## src/include/aic_regs.svh

```systemverilog
// Register offsets, field positions, reset values and channel numbers of the converter control
`ifndef AIC_REGS_SVH
`define AIC_REGS_SVH

`define AIC_OFS_CTL1 8'h00
`define AIC_OFS_CTL2 8'h04
`define AIC_OFS_SEL12 8'h08
`define AIC_OFS_SEL34 8'h0C
`define AIC_OFS_FLG 8'h10
`define AIC_OFS_FLGCLR 8'h14
`define AIC_OFS_OVF 8'h18
`define AIC_OFS_OVFCLR 8'h1C
`define AIC_OFS_CHAN 8'h20
`define AIC_OFS_OSD 8'h24

`define AIC_PWR_BIT 0
`define AIC_REFSEL_BIT 1
`define AIC_CODE_MSB 3
`define AIC_LINE_STRIDE 8
`define AIC_LINE_MSB 5
`define AIC_CHAN_MSB 4

`define AIC_RST_CODE 4'h0
`define AIC_RST_CHAN 5'h00
`define AIC_RST_LINE 6'h00

`define AIC_HI_CHAN 5'h14
`define AIC_LO_CHAN 5'h0D
`define AIC_LO_CHAN_D 5'h01

`endif

```

## src/include/aic_pkg.sv

```systemverilog
// Types of the converter interrupt flag and clock control
`default_nettype none
package aic_pkg;

  typedef enum logic [2:0] {
    AIC_INST_A = 3'h0,
    AIC_INST_B = 3'h1,
    AIC_INST_C = 3'h2,
    AIC_INST_D = 3'h3,
    AIC_INST_E = 3'h4
  } aic_inst_e;

  typedef struct packed {
    logic cont;
    logic en;
    logic [3:0] src;
  } aic_line_s;

  typedef struct packed {
    logic power;
    logic refsel;
    logic [3:0] code;
    logic [4:0] chan;
    aic_line_s [3:0] line;
    logic [3:0] flag;
    logic [3:0] ovf;
    logic [3:0] irq;
    logic [31:0] rdata;
    logic ref_hi;
    logic ref_lo;
  } aic_state_s;

  typedef struct packed {
    logic [3:0] last_code;
    logic [4:0] acc;
    logic tick;
  } aic_div_s;

endpackage
`default_nettype wire

```

## src/include/aic_div_if.sv

```systemverilog
// Link between the register block and the conversion clock divider
`default_nettype none
interface aic_div_if;
  logic [3:0] code;
  logic power;
  logic tick;
  modport ctrl (output code, output power, input tick);
  modport div (input code, input power, output tick);
endinterface
`default_nettype wire

```

## src/hw/aic_ctrl.sv

```systemverilog
// Converter interrupt flags, overrun flags, clock code, power and reference pin routing
// Summary of operation
// - Continue off: flag set blocks further interrupts
// - Continue on: interrupts keep coming despite flag
// - Event coinciding with clear leaves flag set
// - Writing one to flag-clear clears flag
// - Event while flag set raises overrun
// - Writing one to overrun-clear clears overrun
// - Divider code picks half-step clock ratio
// - No open/short detect register exists
// - Reference pins selectable as input channels (high pin on instances D and E only)
//
// Register access over APB and the placing of the registers are this design's own decisions.
`default_nettype none
`include "aic_regs.svh"
module aic_ctrl #(
  parameter aic_pkg::aic_inst_e INSTANCE = aic_pkg::AIC_INST_A
) (
  input wire logic pclk,
  input wire logic presetn,
  input wire logic psel,
  input wire logic penable,
  input wire logic pwrite,
  input wire logic [7:0] paddr,
  input wire logic [31:0] pwdata,
  output logic [31:0] prdata,
  output logic pready,
  output logic pslverr,
  input wire logic [15:0] eoc_pulse,
  output logic [3:0] irq_pulse,
  output logic converter_power_on,
  output logic conversion_clock,
  output logic [4:0] chan_select,
  output logic ref_high_pin_route,
  output logic ref_low_pin_route
);

  aic_pkg::aic_state_s st;
  aic_pkg::aic_state_s nx;
  aic_div_if div_link ();
  logic wr;
  logic setup;
  logic hit;
  logic [3:0] ev;
  logic [3:0] next_flag;
  logic [3:0] next_ovf;
  logic [3:0] next_irq;
  logic hi_ok;
  logic [4:0] lo_chan;

  assign wr = psel && penable && pwrite;
  assign setup = psel && !penable;
  // Register file answers with no wait states
  assign pready = 1'b1;

  // Open/short detect offset is deliberately left undecoded
  always_comb
  begin
    unique case (paddr)
      `AIC_OFS_CTL1, `AIC_OFS_CTL2, `AIC_OFS_SEL12, `AIC_OFS_SEL34,
      `AIC_OFS_FLG, `AIC_OFS_FLGCLR, `AIC_OFS_OVF, `AIC_OFS_OVFCLR,
      `AIC_OFS_CHAN: hit = 1'b1;
      default: hit = 1'b0;
    endcase
  end
  assign pslverr = psel && penable && !hit;

  genvar i;
  generate
    for (i = 0; i < 4; i++)
    begin : g_line
      logic clr;
      logic oclr;
      assign ev[i] = st.line[i].en && eoc_pulse[st.line[i].src];
      assign clr = wr && paddr == `AIC_OFS_FLGCLR && pwdata[i];
      assign oclr = wr && paddr == `AIC_OFS_OVFCLR && pwdata[i];
      // Set wins over a simultaneous clear
      assign next_flag[i] = ev[i] || (st.flag[i] && !clr);
      assign next_ovf[i] = (ev[i] && st.flag[i]) || (st.ovf[i] && !oclr);
      // Old flag decides: a colliding clear does not reopen the line
      assign next_irq[i] = ev[i] && (!st.flag[i] || st.line[i].cont);

    end
  endgenerate

  // Reference pins double as inputs only on the supply reference, the high pin only on instances D and E
  assign hi_ok = INSTANCE == aic_pkg::AIC_INST_D || INSTANCE == aic_pkg::AIC_INST_E;
  assign lo_chan = (INSTANCE == aic_pkg::AIC_INST_D) ? `AIC_LO_CHAN_D : `AIC_LO_CHAN;
  always_comb
  begin
    nx = st;
    nx.flag = next_flag;
    nx.ovf = next_ovf;
    nx.irq = next_irq;
    if (wr)
    begin
      unique case (paddr)
        `AIC_OFS_CTL1:
        begin
          nx.power = pwdata[`AIC_PWR_BIT];
          nx.refsel = pwdata[`AIC_REFSEL_BIT];
        end
        `AIC_OFS_CTL2: nx.code = pwdata[`AIC_CODE_MSB:0];
        `AIC_OFS_SEL12:
        begin
          nx.line[0] = aic_pkg::aic_line_s'(pwdata[`AIC_LINE_MSB:0]);
          nx.line[1] = aic_pkg::aic_line_s'(pwdata[`AIC_LINE_STRIDE +: 6]);
        end
        `AIC_OFS_SEL34:
        begin
          nx.line[2] = aic_pkg::aic_line_s'(pwdata[`AIC_LINE_MSB:0]);
          nx.line[3] = aic_pkg::aic_line_s'(pwdata[`AIC_LINE_STRIDE +: 6]);
        end
        `AIC_OFS_CHAN: nx.chan = pwdata[`AIC_CHAN_MSB:0];
        default:
        begin
        end
      endcase
    end
    nx.rdata = 32'h00000000;
    if (setup && !pwrite)
    begin
      unique case (paddr)
        `AIC_OFS_CTL1: nx.rdata = {30'h00000000, st.refsel, st.power};
        `AIC_OFS_CTL2: nx.rdata = {28'h0000000, st.code};
        `AIC_OFS_SEL12: nx.rdata = {16'h0000, 2'h0, st.line[1], 2'h0, st.line[0]};
        `AIC_OFS_SEL34: nx.rdata = {16'h0000, 2'h0, st.line[3], 2'h0, st.line[2]};
        `AIC_OFS_FLG: nx.rdata = {28'h0000000, st.flag};
        `AIC_OFS_OVF: nx.rdata = {28'h0000000, st.ovf};
        `AIC_OFS_CHAN: nx.rdata = {27'h0000000, st.chan};
        default: nx.rdata = 32'h00000000;
      endcase
    end
    nx.ref_hi = st.refsel && hi_ok && st.chan == `AIC_HI_CHAN;
    nx.ref_lo = st.refsel && st.chan == lo_chan;
  end

  always_ff @(posedge pclk or negedge presetn)
  begin
    if (!presetn)
    begin
      st <= '0;
      st.code <= `AIC_RST_CODE;
      st.chan <= `AIC_RST_CHAN;
    end
    else
      st <= nx;
  end

  assign div_link.code = st.code;
  assign div_link.power = st.power;

  aic_clk_div u_div (
    .pclk(pclk),
    .presetn(presetn),
    .dv(div_link.div)
  );

  assign prdata = st.rdata;
  assign irq_pulse = st.irq;
  assign converter_power_on = st.power;
  assign conversion_clock = div_link.tick;
  assign chan_select = st.chan;
  assign ref_high_pin_route = st.ref_hi;
  assign ref_low_pin_route = st.ref_lo;
endmodule // aic_ctrl
`default_nettype wire

```

## src/hw/aic_clk_div.sv

```systemverilog
// Conversion clock divider with half-step ratios
`default_nettype none
`include "aic_regs.svh"
module aic_clk_div (
  input wire logic pclk,
  input wire logic presetn,
  aic_div_if.div dv
);

  aic_pkg::aic_div_s st;
  aic_pkg::aic_div_s nx;
  logic [4:0] lim;
  logic [4:0] sum;

  // Ratio is (code + 2) / 2, counted in half cycles
  assign lim = {1'b0, dv.code} + 5'h02;
  assign sum = st.acc + 5'h02;

  always_comb
  begin
    nx = st;
    nx.last_code = dv.code;
    if (!dv.power || dv.code != st.last_code)
    begin
      // Restart on a new code so no burst follows a ratio change
      nx.acc = 5'h00;
      nx.tick = 1'b0;
    end
    else if (sum >= lim)
    begin
      nx.acc = sum - lim;
      nx.tick = 1'b1;
    end
    else
    begin
      nx.acc = sum;
      nx.tick = 1'b0;
    end
  end

  always_ff @(posedge pclk or negedge presetn)
  begin
    if (!presetn)
      st <= '0;
    else
      st <= nx;
  end

  assign dv.tick = st.tick;
endmodule // aic_clk_div
`default_nettype wire

```

## config.mk

```make
export PLATFORM = sky130hd
export DESIGN_NAME = aic_ctrl
export DESIGN_NICKNAME = d
export VERILOG_FILES = /design/src/include/aic_pkg.sv /design/src/include/aic_div_if.sv /design/src/hw/aic_ctrl.sv /design/src/hw/aic_clk_div.sv
export VERILOG_INCLUDE_DIRS = /design/src /design/src/include
export SDC_FILE = /design/constraint.sdc
export NUM_CORES = 1
export LEC_CHECK = 0
export BUFFER_PORTS_ARGS = -buffer_cell sky130_fd_sc_hd__buf_2
export CAP_MARGIN = 20
export CORE_MARGIN = 3
export CORE_UTILIZATION = 54
export CTS_CLUSTER_DIAMETER = 200
export DETAILED_ROUTE_END_ITERATION = 12
export GPL_TIMING_DRIVEN = 0
export PLACE_DENSITY = 0.89
export SLEW_MARGIN = 10
export SYNTH_ARGS = -nofsm -noshare
export SYNTH_HDL_FRONTEND = slang
export SYNTH_SLANG_ARGS = --single-unit
```

## constraint.sdc

```tcl
create_clock -name pclk -period 2.5 [get_ports pclk]
set_clock_uncertainty 0.2 [all_clocks]
set_input_delay 0.25 -clock pclk [delete_from_list [all_inputs] [get_ports pclk]]
set_output_delay 0.25 -clock pclk [all_outputs]
set_load 0.1 [all_outputs]
```

# Word level (Yosys, flattened, before mapping)
# Index checks and enable logic that the tools add are counted.
[classes]
n_mux = 13
addsub = 3
magnitude_cmp = 5
n_reduce_logical = 72
n_eq_ne = 10
[ops]
columns = ["op", "count"]
rows = [
  ["$pmux W14 S7", 1],
  ["$logic_and A1 B1 Y1", 36],
  ["$eq A8 B5 Y1 const B", 4],
  ["$lt A4 B5 Y1 const B", 4],
  ["$bmux W1 S4", 4],
  ["$eq A8 B4 Y1 const B", 2],
  ["$logic_not A1 Y1", 16],
  ["$mux W14", 1],
  ["$logic_or A1 B1 Y1", 13],
  ["$mux W6", 2],
  ["$reduce_and A2 Y1", 5],
  ["$reduce_or A9 Y1", 1],
  ["$eq A8 B3 Y1 const B", 1],
  ["$eq A8 B6 Y1 const B", 1],
  ["$logic_not A8 Y1", 1],
  ["$add A4 B2 Y5 const B", 1],
  ["$add A5 B2 Y5 const B", 1],
  ["$eq A5 B4 Y1 const B", 1],
  ["$ge A5 B5 Y1", 1],
  ["$mux W1", 5],
  ["$sub A5 B5 Y5", 1],
  ["$ne A4 B4 Y1", 1],
]
[word_totals]
input_bits = 61
out_inout_bits = 47
regBits = 90
wordCells = 127

# Longest topological paths before layout
[depth]
word_depth = 7
mapped_depth = 9
mapped_depth_nobuf = 9

# Modules after synthesis
# A second synthesis with hierarchy kept.
[hier_totals]
cells_unflattened = 400
hier_area_um2 = 4309.1
[by_module_without_submodules]
columns = ["module", "area_per_inst_um2", "cells_per_inst", "instances", "seq_area_each_um2"]
rows = [
  ["aic_ctrl", 3692.3, 343, 1, 1501.4],
  ["aic_clk_div", 616.8, 57, 1, 250.2],
]

# Worst setup path before layout
# No wires, ideal clock.
[synth_timing]
path_kind = "register to register"
startpoint = "reg, netlist name div_link.code[1]"
endpoint = "reg u_div.st[2] (netlist name)"
stages_incl_launch_ff = 9
arrival_time_ps = 1866
setup_slack_ps = 306
setup_ps = 127
n_path_buf = 0
period_less_slack_ps = 2194
required_ps = 2173
cell_sequence = "dfrtp_1 ha_1 inv_1 ha_1 o21ai_0 a21oi_1 o22ai_2 mux2i_1 nor2_1"
[synth_rtl]
columns = ["item", "line_no", "rtl"]
rows = [
  ["end signal, assigned", "aic_clk_div.sv:46", "st <= nx;"],
  ["end, declared", "aic_clk_div.sv:10", "aic_pkg::aic_div_s st;"],
]

# Worst setup path after layout
[layout_timing]
startpoint = "reg, netlist name div_link.code[1]"
endpoint = "reg u_div.st[1] (netlist name)"
[layout_via]
elab_chain_cells = 4
word_cells_on_any_way = 6
classes_between = "1 x add/sub; 1 x order compare; 1 x eq/ne; 2 x mux; 1 x reduce/logical"
[layout_lines]
columns = ["item", "line_no", "rtl"]
rows = [
  ["$add A4 B2 Y5", "aic_clk_div.sv:16", "assign lim = {1'b0, dv.code} + 5'h02;"],
  ["$ge A5 B5 Y1", "aic_clk_div.sv:29", "else if (sum >= lim)"],
  ["$mux W6", "aic_clk_div.sv:29", ""],
  ["$mux W6 *", "aic_clk_div.sv:23", "if (!dv.power || dv.code != st.last_code)"],
]
# Every way passes the cells marked *; elsewhere a longest branch is shown, timed or not.
# A chain may end at the register's enable or synchronous reset.

==> impl_results.md <==
- Commonest non-fill, non-tap cell in the layout: dfrtp_1
- Mapped Cells: 377
- N_diodes: 0
- CTS tree: done
- Register-to-Register Path Depth: 8
- Synth unique cells: 50
- Die Width: 93.9 um
- WP data arrival: 2.34 ns
- Crit-path cells: ha_1 -> xnor2_1 -> ha_1 -> nand4_1 -> nand2_1 -> o22ai_4 -> nor2b_1 -> a211oi_1
- Sw Share: 28.3%
- Post-route cell area: 0.00507 mm2
- Root Buffer: clkbuf_8
- Share of cells above drive strength 1: 38.1%
- Drt pass-1 iters: 6
- Post-synthesis register bit count: 70
- Worst hold start: pwdata[3]
- Initial Utilization: 56.7%
- Largest net degree at the start of global routing: 41
- Min-delay worst type: in -> reg
- Complex-gate fraction of the synthesized area: 9.47%
- Routability cong.: 0.939
- Global route total overflow: 0
- Setup TNS: 0 ns
- Port Buffers: 65
- Vias in the first global route: 3078
- Flop2flop setup slack: 0.22 ns
- Seq pwr share: 43.0%
- Rows: 31
- Metal3 WL: 585 um
- GRT Total Usage: 22.4%
- Slowest-stage cell, CP: dfrtp_2
- Placed cells: 562
- Fmax: 439 MHz
- Max layer used: met4
- WL met1: 4.03 mm
- Final setup fails: 0
- Slowest stage delay, CP: 0.49 ns
- Post-layout util: 68.7%
- Via/cell ratio: 5.49
- TritonCTS Sinks: 70
- Largest family of logic cells by synthesized area: multiplexers
- Synth area leaders: dfrtp_1, buf_4, mux2_2, mux4_2, mux2i_1
- Buf+Inv Stages, Crit Path: 0
- Initial antenna violation count: 0
- Multiplexer share of the synthesized area: 20.6%
- P_leak: 2.39 nW
- Synth Warn #: 0
- DRC: 0
- Placed cell area: 0.00472 mm2
- Die area: 0.00882 mm2
- Critical setup path kind: reg -> reg
- Req. time, crit path: 2.56 ns
- IO Pins: 108
- Synth area leader: dfrtp_1
- Commonest cells after routing, fill and taps aside: dfrtp_1, buf_2, buf_4
- Internal: 1.94 mW
- Final min period: 2.28 ns
- Mapped Area: 0.00418 mm2
- Vert. Die Dim: 93.9 um
- Delay-heaviest family, CP: adder cells
- Worst path most repeated cell: ha_1
- Post-DP HPWL: 7.03 mm
- Reg2Reg Launch Point: div_link.code[1]
- Status: complete, no violations
- Via count: 3223
- Clk pwr share: 41.2%
- Nets: 552
- Fin cells: 587
- Rel. slew slack: 54.9%
- Sw Pwr: 0.766 mW
- Clk slew on worst S/H paths: 0.08 ns
- Core area: 0.00737 mm2
- DR iter-0 viols: 180
- Final period utilization: 91.2%
- Maximum Capacitance Violations: 0
- Ys async rst share: 100%
- Post-synthesis adder-cell area fraction: 2.58%
- Wirelength, routed: 9.43 mm
- DR WL/cell: 16.1 um
- Number of synthesized flops with an enable pin: 0
- Clock buffer depth: 2
- RSZ-0062 raised after global routing: false
- Worst Hold Path EP: st[45]
- Worst-skew pair later-pin latency: 0.35 ns
- Simple-gate share of the synthesized area: 12.9%
- R2R Path End: u_div.st[1]
- Seq/Total Area, Yosys: 42.0%
- Max Slew Vio Count: 0
- Worst vdd ir: 0.373 mV
- Worst Tran Pin Value: 0.674 ns
- Comb power frac: 15.8%
- Worst hold slack: 0.0563 ns
- Antenna viol nets, final: 0
- First-pass GRT wire length: 15.1 mm
- Crit Path Max Fanout: 8
- Pwr dens: 535 mW/mm2
- Top-area cell type share of the netlist area: 42.0%
- Top FF cell, synth: dfrtp_1
- H-tree depth: 3
- Final Hold Vio Count: 0
- Num CTS Buffers: 9
- Layout area overhead: 21.3%
- Critical Path End Type: register
- Synth Area per Inst: 11.1 um2
- Hold-critical path depth: 3
- Startpoint Class: register
- Met2 routed WL: 4.63 mm
- XOR/XNOR share of the synthesized area: 2.10%
## layout make-up
type,count,area [um2]
tap,99,124
fill,576,2300
buffer,56,388
sequential,70,1750
multi-input combinational,261,2080
timing repair buffer,75,438
clock inverter,7,121
inverter,10,37.5
clock buffer,9,124
## registers in the layout (all words and copies together) (netlist names)
signal	cells
chan_select	5
converter_power_on	1
div_link.code	4
irq_pulse	4
prdata	12
ref_low_pin_route	1
st	33
u_div.dv.tick	1
u_div.st	9
## per-layer routing
metal,vias up,track usage (%)
met5,-,0
met4,0,9.03
met3,20,3.69
met2,141,35.8
met1,1554,30.6
li1,1508,-
## tightest hold or removal path: stages
cell     delay, ns
buf_2         0.15
nand2_1       0.07
a21o_1        0.10
## cells by family (layout without fill, tap and decap cells)
group | Yosys count | after routing
compound gates | 56 | 56
flops | 70 | 70
other cells | 2 | 22
buf+inv | 66 | 157
xor+xnor | 10 | 10
simple gates | 100 | 100
mux | 65 | 65
fa+ha+maj | 8 | 8
## cell usage after synthesis, drive strengths merged, types with 2 or more instances
library cell / instances
nor3: 6
nand3: 15
a22oi: 9
nand2b: 4
nor3b: 2
nor2: 30
nor2b: 4
a22o: 8
a211oi: 2
o32ai: 2
a21oi: 7
mux4: 12
nand3b: 6
a21boi: 4
ha: 7
inv: 10
o211ai: 2
nand2: 24
o311ai: 2
dfrtp: 70
xnor2: 4
a21o: 5
o21ai: 10
mux2: 37
xor2: 6
conb: 2
buf: 52
nand4: 3
mux2i: 16
a31oi: 3
and3: 2
clkbuf: 4
## power groups by stage
stage                     sequential (mW)  clock [mW]  combinational (mW)
after floorplan                      1.19           0               0.304
after global placement               1.19           0               0.403
after detailed placement             1.19           0               0.413
after CTS                            1.16        1.13               0.426
after global routing                 1.17        1.18               0.456
final                                1.17        1.12               0.428
## metrics by stage
| step | power, mW | setup slack, ns |
|---|---|---|
| 2_1_floorplan | 1.49 | 0.306 |
| 6_report | 2.71 | 0.220 |
| 5_1_grt | 2.80 | 0.0492 |
| 4_1_cts | 2.72 | 0.0414 |
| 3_5_place_dp | 1.60 | 0.0753 |
| 3_3_place_gp | 1.59 | 0.132 |
## worst max path at each step
stage,cells after the start,from,endpoint
2_1_floorplan,8,div_link.code[1],u_div.st[2]
3_3_place_gp,8,div_link.code[1],u_div.st[1]
3_5_place_dp,8,div_link.code[1],u_div.st[1]
4_1_cts,8,div_link.code[1],u_div.st[1]
5_1_grt,8,div_link.code[1],u_div.st[1]
6_report,8,div_link.code[1],u_div.st[1]
## repair_timing
item / 4_1_cts / 5_1_grt
endpoints found under the setup margin: 0 / 5
endpoints found under the hold margin: 58 / 0
gates resized for setup: 0 / 2
buffers inserted: 0 / 0
hold buffers: 9 / 0
Power figures use the tool's default switching activity.
